[src/hdl/pab_port_b_regs.vh]
// constants for the port b alternate function override block
`ifndef PAB_PORT_B_REGS_VH
`define PAB_PORT_B_REGS_VH

// port width and reset values of the port bits (tri-state after reset)
`define PAB_WIDTH        8
`define PAB_DIR_RST      8'h00
`define PAB_OUT_RST      8'h00
`define PAB_PIN_RST      8'h00

// field positions of the port b alternate functions
`define PAB_BIT_TIMER2_A 7
`define PAB_BIT_TIMER1_B 6
`define PAB_BIT_TIMER1_A 5
`define PAB_BIT_TIMER0_A 4
`define PAB_BIT_MISO     3
`define PAB_BIT_MOSI     2
`define PAB_BIT_SCK      1
`define PAB_BIT_SS       0

// pin change source number carried by port b bit 0
`define PAB_PCINT_BASE   8

`endif

[src/hdl/pab_sync2.v]
// two flip-flop synchroniser for a vector of pad levels
`timescale 1ns/10ps

module pab_sync2 #(
  parameter WIDTH = 8
) (
  input  wire             mclk_i,
  input  wire             reset_i,
  input  wire             ce_i,
  input  wire [WIDTH-1:0] async_i,
  output wire [WIDTH-1:0] sync_o
);

  reg [WIDTH-1:0] stage1;
  reg [WIDTH-1:0] stage2;

  // stage1 is read by stage2 only, to keep metastability contained
  always @(posedge mclk_i) begin
    if (reset_i) begin
      stage1 <= {WIDTH{1'b0}};
      stage2 <= {WIDTH{1'b0}};
    end else if (ce_i) begin
      stage1 <= async_i;
      stage2 <= stage1;
    end
  end

  assign sync_o = stage2;

endmodule

[src/hdl/pab_pin_ovr.v]
// per-pin override multiplexer for pull-up, driver, value and input enable
`timescale 1ns/10ps

module pab_pin_ovr (
  input  wire dir_bit_i,
  input  wire out_bit_i,
  input  wire global_pullup_disable_i,
  input  wire sleep_clamp_i,
  input  wire pullup_override_en_i,
  input  wire pullup_override_val_i,
  input  wire dir_override_en_i,
  input  wire dir_override_val_i,
  input  wire value_override_en_i,
  input  wire value_override_val_i,
  input  wire input_enable_override_en_i,
  input  wire input_enable_override_val_i,
  output wire pullup_o,
  output wire drive_en_o,
  output wire drive_val_o,
  output wire input_en_o
);

  wire normal_pullup;

  // pull-up only for input with output bit set and pull-ups not disabled
  assign normal_pullup = ~dir_bit_i & out_bit_i & ~global_pullup_disable_i;
  assign pullup_o      = pullup_override_en_i ? pullup_override_val_i
                                              : normal_pullup;

  // a set direction bit makes an output, a clear one an input
  assign drive_en_o = dir_override_en_i ? dir_override_val_i
                                        : dir_bit_i;

  // level only matters while the driver is enabled
  assign drive_val_o = value_override_en_i ? value_override_val_i
                                           : out_bit_i;

  // sleep clamps the input unless an alternate function keeps it alive
  assign input_en_o = input_enable_override_en_i ?
                      input_enable_override_val_i :
                      ~sleep_clamp_i;

endmodule

[src/hdl/pab_port_b.v]
// port b pin logic with alternate function overrides for timers and spi
`timescale 1ns/10ps
`include "pab_port_b_regs.vh"

module pab_port_b (
  input  wire       mclk_i,
  input  wire       reset_i,
  input  wire       ce_i,
  // software access to the port bits
  input  wire       dir_wr_i,
  input  wire [7:0] dir_wdata_i,
  input  wire       out_wr_i,
  input  wire [7:0] out_wdata_i,
  input  wire       toggle_wr_i,
  input  wire [7:0] toggle_wdata_i,
  output reg  [7:0] dir_o,
  output reg  [7:0] out_o,
  output reg  [7:0] pin_value_o,
  // shared controls
  input  wire       global_pullup_disable_i,
  input  wire       sleep_clamp_i,
  // generic toggle override, one pulse per pin
  input  wire [7:0] toggle_override_en_i,
  // timer compare outputs and their enables
  input  wire       timer2_compare_a_en_i,
  input  wire       timer2_compare_a_out_i,
  input  wire       timer1_compare_b_en_i,
  input  wire       timer1_compare_b_out_i,
  input  wire       timer1_compare_a_en_i,
  input  wire       timer1_compare_a_out_i,
  input  wire       timer0_compare_a_en_i,
  input  wire       timer0_compare_a_out_i,
  // spi state and outputs
  input  wire       spi_enable_i,
  input  wire       spi_master_i,
  input  wire       spi_slave_out_i,
  input  wire       spi_master_out_i,
  input  wire       spi_sck_out_i,
  // pin change masks for sources 15..8 and the group enable
  input  wire [7:0] pin_change_mask_i,
  input  wire       pin_change_group_en_i,
  // alternate function inputs, unsynchronised
  output wire [7:0] alt_function_input_o,
  output wire [7:0] pin_change_source_o,
  output wire       spi_master_in_o,
  output wire       spi_slave_in_o,
  output wire       spi_sck_in_o,
  output wire       spi_ss_in_o,
  // pad controls
  input  wire [7:0] pad_in_i,
  output wire [7:0] pad_out_o,
  output wire [7:0] pad_oe_n_o,
  output wire [7:0] pad_pullup_o,
  output wire [7:0] pad_input_en_o
);

  reg  [7:0] next_dir;
  reg  [7:0] next_out;
  wire [7:0] pullup_override_en;
  wire [7:0] pullup_override_val;
  wire [7:0] dir_override_en;
  wire [7:0] dir_override_val;
  wire [7:0] value_override_en;
  wire [7:0] value_override_val;
  wire [7:0] input_enable_override_en;
  wire [7:0] input_enable_override_val;
  wire [7:0] pin_pullup;
  wire [7:0] pin_drive_en;
  wire [7:0] pin_drive_val;
  wire [7:0] pin_input_en;
  wire [7:0] schmitt_out;
  wire [7:0] pin_sync;
  wire       spi_as_master;
  wire       spi_as_slave;

  assign spi_as_master = spi_enable_i & spi_master_i;
  assign spi_as_slave  = spi_enable_i & ~spi_master_i;

  // next state of the port bits; a toggle write or toggle override
  // inverts the stored bit independent of the direction
  always @* begin
    next_dir = dir_o;
    next_out = out_o;
    if (dir_wr_i) begin
      next_dir = dir_wdata_i;
    end
    if (out_wr_i) begin
      next_out = out_wdata_i;
    end
    if (toggle_wr_i) begin
      next_out = next_out ^ toggle_wdata_i;
    end
    next_out = next_out ^ toggle_override_en_i;
  end

  // port bits reset to input without pull-up
  always @(posedge mclk_i) begin
    if (reset_i) begin
      dir_o <= `PAB_DIR_RST;
      out_o <= `PAB_OUT_RST;
    end else if (ce_i) begin
      dir_o <= next_dir;
      out_o <= next_out;
    end
  end

  // timer pins: only the value is overridden, so the direction bit
  // must be set by software before the compare output reaches the pad
  assign pullup_override_en[7:4]  = 4'h0;
  assign pullup_override_val[7:4] = 4'h0;
  assign dir_override_en[7:4]     = 4'h0;
  assign dir_override_val[7:4]    = 4'h0;
  assign value_override_en[`PAB_BIT_TIMER2_A]  = timer2_compare_a_en_i;
  assign value_override_val[`PAB_BIT_TIMER2_A] = timer2_compare_a_out_i;
  assign value_override_en[`PAB_BIT_TIMER1_B]  = timer1_compare_b_en_i;
  assign value_override_val[`PAB_BIT_TIMER1_B] = timer1_compare_b_out_i;
  assign value_override_en[`PAB_BIT_TIMER1_A]  = timer1_compare_a_en_i;
  assign value_override_val[`PAB_BIT_TIMER1_A] = timer1_compare_a_out_i;
  assign value_override_en[`PAB_BIT_TIMER0_A]  = timer0_compare_a_en_i;
  assign value_override_val[`PAB_BIT_TIMER0_A] = timer0_compare_a_out_i;

  // master-in pin: input as master, direction bit as slave; the pull-up
  // still follows the output bit while the pin is forced to input
  assign dir_override_en[`PAB_BIT_MISO]  = spi_as_master;
  assign dir_override_val[`PAB_BIT_MISO] = 1'b0;
  assign pullup_override_en[`PAB_BIT_MISO]  = spi_as_master;
  assign pullup_override_val[`PAB_BIT_MISO] =
    out_o[`PAB_BIT_MISO] & ~global_pullup_disable_i;
  assign value_override_en[`PAB_BIT_MISO]  = spi_as_slave;
  assign value_override_val[`PAB_BIT_MISO] = spi_slave_out_i;

  // master-out pin: input as slave, direction bit as master
  assign dir_override_en[`PAB_BIT_MOSI]  = spi_as_slave;
  assign dir_override_val[`PAB_BIT_MOSI] = 1'b0;
  assign pullup_override_en[`PAB_BIT_MOSI]  = spi_as_slave;
  assign pullup_override_val[`PAB_BIT_MOSI] =
    out_o[`PAB_BIT_MOSI] & ~global_pullup_disable_i;
  assign value_override_en[`PAB_BIT_MOSI]  = spi_as_master;
  assign value_override_val[`PAB_BIT_MOSI] = spi_master_out_i;

  // serial clock pin: input as slave, spi clock value with the direction bit as master
  assign dir_override_en[`PAB_BIT_SCK]  = spi_as_slave;
  assign dir_override_val[`PAB_BIT_SCK] = 1'b0;
  assign pullup_override_en[`PAB_BIT_SCK]  = spi_as_slave;
  assign pullup_override_val[`PAB_BIT_SCK] =
    out_o[`PAB_BIT_SCK] & ~global_pullup_disable_i;
  assign value_override_en[`PAB_BIT_SCK]  = spi_as_master;
  assign value_override_val[`PAB_BIT_SCK] = spi_sck_out_i;

  // slave select pin: input as slave, never value-overridden
  assign dir_override_en[`PAB_BIT_SS]  = spi_as_slave;
  assign dir_override_val[`PAB_BIT_SS] = 1'b0;
  assign pullup_override_en[`PAB_BIT_SS]  = spi_as_slave;
  assign pullup_override_val[`PAB_BIT_SS] =
    out_o[`PAB_BIT_SS] & ~global_pullup_disable_i;
  assign value_override_en[`PAB_BIT_SS]  = 1'b0;
  assign value_override_val[`PAB_BIT_SS] = 1'b0;

  // an enabled pin-change source keeps its input alive during sleep
  assign input_enable_override_en  = pin_change_mask_i &
                                     {8{pin_change_group_en_i}};
  assign input_enable_override_val = 8'hff;

  // one combinational mux per pin, no register in the control path
  genvar gi;
  generate
    for (gi = 0; gi < `PAB_WIDTH; gi = gi + 1) begin : g_pin
      pab_pin_ovr u_ovr (
        .dir_bit_i                   (dir_o[gi]),
        .out_bit_i                   (out_o[gi]),
        .global_pullup_disable_i     (global_pullup_disable_i),
        .sleep_clamp_i               (sleep_clamp_i),
        .pullup_override_en_i        (pullup_override_en[gi]),
        .pullup_override_val_i       (pullup_override_val[gi]),
        .dir_override_en_i           (dir_override_en[gi]),
        .dir_override_val_i          (dir_override_val[gi]),
        .value_override_en_i         (value_override_en[gi]),
        .value_override_val_i        (value_override_val[gi]),
        .input_enable_override_en_i  (input_enable_override_en[gi]),
        .input_enable_override_val_i (input_enable_override_val[gi]),
        .pullup_o                    (pin_pullup[gi]),
        .drive_en_o                  (pin_drive_en[gi]),
        .drive_val_o                 (pin_drive_val[gi]),
        .input_en_o                  (pin_input_en[gi])
      );
    end
  endgenerate

  // reset gates the driver and pull-up directly, so the pads float
  // even before the first clock edge has cleared the port bits
  assign pad_oe_n_o   = ~(pin_drive_en & {8{~reset_i}});
  assign pad_out_o    = pin_drive_val;
  assign pad_pullup_o = pin_pullup & {8{~reset_i}} &
                        ~pin_drive_en;
  assign pad_input_en_o = pin_input_en;

  // the analog path is wired at the pad ring itself; nothing of it
  // passes through this logic, so it stays usable both ways

  // clamp at the trigger input: a disabled input reads low
  assign schmitt_out = pad_in_i & pin_input_en;

  // alternate inputs tap the clamped level ahead of the synchroniser;
  // each consumer owns its own synchroniser unless it is a clock
  assign alt_function_input_o = schmitt_out;
  assign pin_change_source_o  = schmitt_out;
  assign spi_master_in_o = schmitt_out[`PAB_BIT_MISO];
  assign spi_slave_in_o  = schmitt_out[`PAB_BIT_MOSI];
  assign spi_sck_in_o    = schmitt_out[`PAB_BIT_SCK];
  assign spi_ss_in_o     = schmitt_out[`PAB_BIT_SS];

  // port read path, two flops against metastability
  pab_sync2 #(
    .WIDTH (`PAB_WIDTH)
  ) u_sync (
    .mclk_i  (mclk_i),
    .reset_i (reset_i),
    .ce_i    (ce_i),
    .async_i (schmitt_out),
    .sync_o  (pin_sync)
  );

  // registered copy for software reads; adds one cycle of latency
  always @(posedge mclk_i) begin
    if (reset_i) begin
      pin_value_o <= `PAB_PIN_RST;
    end else if (ce_i) begin
      pin_value_o <= pin_sync;
    end
  end

  // override signals come from each peripheral itself; only the clock,
  // sleep clamp and pull-up disable are shared across ports

endmodule

[config.mk]
export PLATFORM = sky130hd
export DESIGN_NAME = pab_port_b
export DESIGN_NICKNAME = d
export VERILOG_FILES = /design/src/hdl/pab_sync2.v /design/src/hdl/pab_pin_ovr.v /design/src/hdl/pab_port_b.v
export VERILOG_INCLUDE_DIRS = /design/src /design/src/hdl
export SDC_FILE = /design/constraint.sdc
export NUM_CORES = 1
export LEC_CHECK = 0
export BUFFER_PORTS_ARGS = -buffer_cell sky130_fd_sc_hd__buf_2
export CELL_PAD_IN_SITES_DETAIL_PLACEMENT = 1
export CELL_PAD_IN_SITES_GLOBAL_PLACEMENT = 2
export CORE_MARGIN = 8
export CORE_UTILIZATION = 22
export CTS_BUF_LIST = sky130_fd_sc_hd__clkbuf_8
export CTS_CLUSTER_DIAMETER = 80
export DETAILED_ROUTE_END_ITERATION = 16
export GPL_ROUTABILITY_DRIVEN = 1
export MAX_ROUTING_LAYER = met4
export PLACE_DENSITY_LB_ADDON = 0.1
export SETUP_SLACK_MARGIN = 0.4
export SLEW_MARGIN = 40
export SYNTH_ARGS = -nofsm -noshare
export SYNTH_HDL_FRONTEND = slang
export SYNTH_SLANG_ARGS = --single-unit
export TNS_END_PERCENT = 5
[constraint.sdc]
create_clock -name mclk_i -period 0.96 [get_ports mclk_i]
set_input_delay 0.096 -clock mclk_i [delete_from_list [all_inputs] [get_ports mclk_i]]
set_output_delay 0.096 -clock mclk_i [all_outputs]
set_load 0.02 [all_outputs]
; ---- Word-level counts from Yosys, hierarchy flattened
; Cells that the tools add are included.
[word_totals]
romBits = 0
latchBits = 0
output_inout_bits = 76
elab_cells = 74
ff_bits = 40
mem_bits_rw = 0
memories = 0
[op_classes]
div = 0
shift = 0
n_eq_ne = 0
n_bitwise = 43
n_reduce_logical = 1
magnitude_cmp = 0
n_mul = 0
n_mux = 25
n_addsub = 0
[ops]
columns = cell, n
row1 = bitwise AND 8 bit, 5
row2 = two-way mux 1 bit, 23
row3 = bitwise AND 1 bit, 22
row4 = two-way mux 8 bit, 2
row5 = inverter 8 bit, 2
row6 = XOR 8 bit, 2
row7 = inverter 1 bit, 12
row8 = AND reduction 2 bit, 1

; ---- Longest topological paths before layout
[logic_depth]
ltp_word = 6
mapped_depth = 5
mapped_depth_nobuf = 3

; ---- Cells and area by module
; Synthesis repeated with hierarchy kept, for this count alone.
[unflattened]
hier_cells = 310
hier_area_um2 = 2636.3
[modules_own_cells]
columns = mod, area_each_um2, cells_per_inst, instances
row1 = pab_port_b, 1635.3, 194, 1
row2 = pab_sync2, 580.6, 52, 1
row3 = pab_pin_ovr, 52.6, 8, 8

; ---- Worst setup path before layout
; Ideal clock, no wire load.
[synth_path]
kind = input port to output port
startpoint = in reset_i
endpoint = out pad_pullup_o[4]
n_path_buf = 2
slack_ps = -314
path_stages = 3
arrival_ps = 1178
path_cell_list = clkbuf_1 clkbuf_1 nor4b_1
[synth_between]
elab_chain_len = 3
[synth_rtl]
columns = item, line
row1 = from (decl), pab_port_b.v:7  ; input wire reset_i,
row2 = inverter 1 bit, pab_port_b.v:193  ; assign pad_pullup_o = pin_pullup & {8{~reset_i}} &
row3 = bitwise AND 8 bit (2 in a row), pab_port_b.v:193
row4 = to (decl), pab_port_b.v:53  ; output wire [7:0] pad_pullup_o,
; Every way passes these cells.

; ---- Worst setup path in the final report
[layout_path]
startpoint = reg out_o[4]
endpoint = out pad_out_o[4]
[layout_between]
elab_chain_len = 1
[layout_rtl]
columns = item, line
row1 = from (decl), pab_port_b.v:17  ; output reg [7:0] out_o,
row2 = from (signal assigned), pab_port_b.v:100  ; out_o <= `PAB_OUT_RST;
row3 = from (signal assigned), pab_port_b.v:103  ; out_o <= next_out;
row4 = two-way mux 1 bit, pab_pin_ovr.v:35  ; assign drive_val_o = value_override_en_i ? value_override_val_i
row5 = to (decl), pab_port_b.v:51  ; output wire [7:0] pad_out_o,
; Every way passes these cells.

==> impl_metrics.ini <==
[layout]
mostFrequentLayoutCells = buf_6, buf_2, buf_4
num-fill-cells = 1302
fin_util_pct = 38.7
syn_to_final_growth_pct = 73.1
drive_gt1_share_pct = 69.3
fin_cells = 580
final_common_cell = buf_6
fin_nets = 506
antenna_cells = 0

[timing]
maxSlewHeadroom_pct = 72.4
rsz0062_at_grt = yes
hold_violations = 0
setup_viol = 43
final.min_clock_period_ps = 1260
report.final.slew_viol_count = 0
worst_slack_ps = -302
whs_ps = 56.9
skew_ps = 3.11
worst_slew_pin_slew_ps = 412
finalCritPeriodShare_pct = 131
fmax_mhz = 792

[global_routing]
grt_max_degree = 28
grt_pass1_vias = 2802
antenna_found_initial = 0
grt_pass1_wl_um = 14500
grt_overflow_total = 0
grt_usage_pct = 12.5

[routing]
vias = 2599
wl_per_cell_um = 16.6
dr.pass1.iters = 4
dr.first_iter.drc_count = 61
vias_per_cell = 4.48
drtAntennaViolNets = 0
drc = 0
drt-total-wl_um = 9640

[floorplanning]
dieHeight_um = 123
start_util_pct = 22.3
dieArea_um2 = 15200
rows = 39
ioPinCount = 146
core_area_um2 = 11300
die_w_um = 123

[setup_path]
critPathCaptureType = output pin
reg2reg_to = out_o[6]$_SDFFE_PP0P_
required_ps = 860
startpoint = out_o[4]$_SDFFE_PP0P_
crit_arrival_ps = 1170
crit_chain = buf_6 > mux2_4 > buf_6
rrSetupSlack_ps = -150
cp-endpoint = pad_out_o[4]
slowest_delay_ps = 370
crit_fanout = 3
path_buf_inv = 2
cp-start-kind = flip-flop
path_class = reg -> out
reg2regPathDepth = 4
crit_path_frequent_cell = buf_6
reg2reg_from = out_o[6]$_SDFFE_PP0P_
cp.depth = 3
cp_top_family = flip-flops
slowest_stage = dfxtp_4

[power]
leakage_nw = 1.99
seq_power_share_pct = 36.4
p_int_mw = 3.44
combPwrFrac_pct = 34.4
finalPower_mw = 4.94
peakVddDrop_mv = 0.506
switching_share_pct = 30.3
p_switching_mw = 1.50
power_density_nw_per_um2 = 1130
pwr-share-clk_pct = 29.2

[synth]
ys_seq_elements = 40
avgSynthCellArea_um2 = 8.58
synth_nets = 365
yosys.area.top_type_share_pct = 31.7
mappedNetlistArea_um2 = 2530
synth_area_leader_cell = dfxtp_1
syn_inst = 295
synthTopCellsByArea = dfxtp_1, buf_4, mux2i_1
synth_cell_types = 26
ys_warn_count = 0
yosysSeqAreaShare_pct = 31.7

[status]
outcome = finished, violations left
failed_checks = setup timing

[clocking]
clock-sinks = 40
clock_path_buffers = 2
root_buffer = clkbuf_8
cts.htree.levels = 2
cts_tree = done
cts_buffers = 5
clkTransAtPathRegs_ps = 80
clk_latency_ps = 290
cts_hold_buf = 0

[place]
io_buffers = 145
dpl_worst_slack_ps = -252
dpl.hpwl_um = 7480
gp_congestion = 0.718
placedCellCount = 565

[job]
cap_viol_max_count = 0

[worst_hold_path]
hold_path_class = in -> reg
-- registers in the layout (all words and copies together) (netlist names) --
| signal | count |
|---|---|
| dir_o | 8 |
| out_o | 8 |
| pin_value_o | 8 |
| u_sync.stage1 | 8 |
| u_sync.sync_o | 8 |
-- kinds of logic after synthesis --
kind of cell / share of synthesized area [%]
AND/OR/NAND/NOR: 23.6
buffers and inverters: 16.7
AO/OA/AOI/OAI: 18.6
flip-flops: 31.7
multiplexers: 9.45
-- through the flow --
stage,cell area (µm²),TNS [ps]
2_1_floorplan,2590,-1190
5_1_grt,4380,-7710
4_1_cts,4220,-6180
3_5_place_dp,3450,-1880
6_report,4380,-5630
3_3_place_gp,3450,-1700
-- what timing repair did --
item | CTS | global route
setup buffers | 4 | 3
gates resized for setup | 211 | 39
pin swaps | 49 | 45
endpoints found under the setup margin | 116 | 116
-- cell usage after synthesis --
cell type and number:
buf_4 44, dfxtp_1 40, nand2_1 25, a21oi_1 20, nor2_1 17, and2_1 16, mux2i_1 16, nand3_1 16
a21bo_2 14, clkbuf_1 11, a2111o_1 8, a31oi_1 8, a32oi_1 8, nand4_1 8, and2b_1 7, mux2_2 7
nand3b_1 6, nand2b_1 5, buf_2 4, nor4b_1 4, nand3b_2 3, a21bo_1 2, buf_6 2, nor2b_1 2
buf_1 1, inv_1 1
-- worst min-delay path by stage --
stage                            start                       endpoint  slack (ps)  cells after the start
2_1_floorplan  global_pullup_disable_i                pad_pullup_o[5]         230                      1
3_3_place_gp            dir_wdata_i[0]          dir_o[0]$_SDFFE_PP0P_         370                      3
3_5_place_dp            dir_wdata_i[0]          dir_o[0]$_SDFFE_PP0P_         370                      3
4_1_cts                 dir_wdata_i[0]          dir_o[0]$_SDFFE_PP0P_          50                      3
5_1_grt                    pad_in_i[5]  u_sync.stage1[5]$_SDFFE_PP0P_          70                      3
6_report                dir_wdata_i[0]          dir_o[0]$_SDFFE_PP0P_          60                      3
-- worst min-delay path: cells and delay by family --
family	cells	cell delay (ps)
buffers and inverters	1	100
AO/OA/AOI/OAI	1	50
AND/OR/NAND/NOR	1	70
-- layout make-up --
type | instances | area [µm²] | share of cell area (%)
flip-flops and latches | 40 | 860 | 19.6
multi-input cells | 192 | 1560 | 35.6
inverters | 1 | 3.75 | 0.0857
clock inverters | 3 | 46.3 | 1.06
clock buffers | 5 | 68.8 | 1.57
repair buffers | 196 | 1660 | 38.0
well taps | 143 | 179 | 4.08
-- metal layers --
layer | vias up | wire, µm | global-route usage [%]
met5 | - | 0 | -
met4 | 0 | 113 | 3.01
met3 | 6 | 520 | 2.79
met2 | 65 | 5050 | 21.9
met1 | 1239 | 3950 | 14.2
li1 | 1289 | - | -
-- power by group through the flow --
stage / clock (mW) / sequential, mW / combinational (mW)
2_1_floorplan: 0 / 1.82 / 0.852
3_5_place_dp: 0 / 1.82 / 1.29
5_1_grt: 1.58 / 1.81 / 1.82
6_report: 1.44 / 1.80 / 1.70
3_3_place_gp: 0 / 1.82 / 1.28
4_1_cts: 1.53 / 1.80 / 1.65
Power figures use the tool's default switching activity.
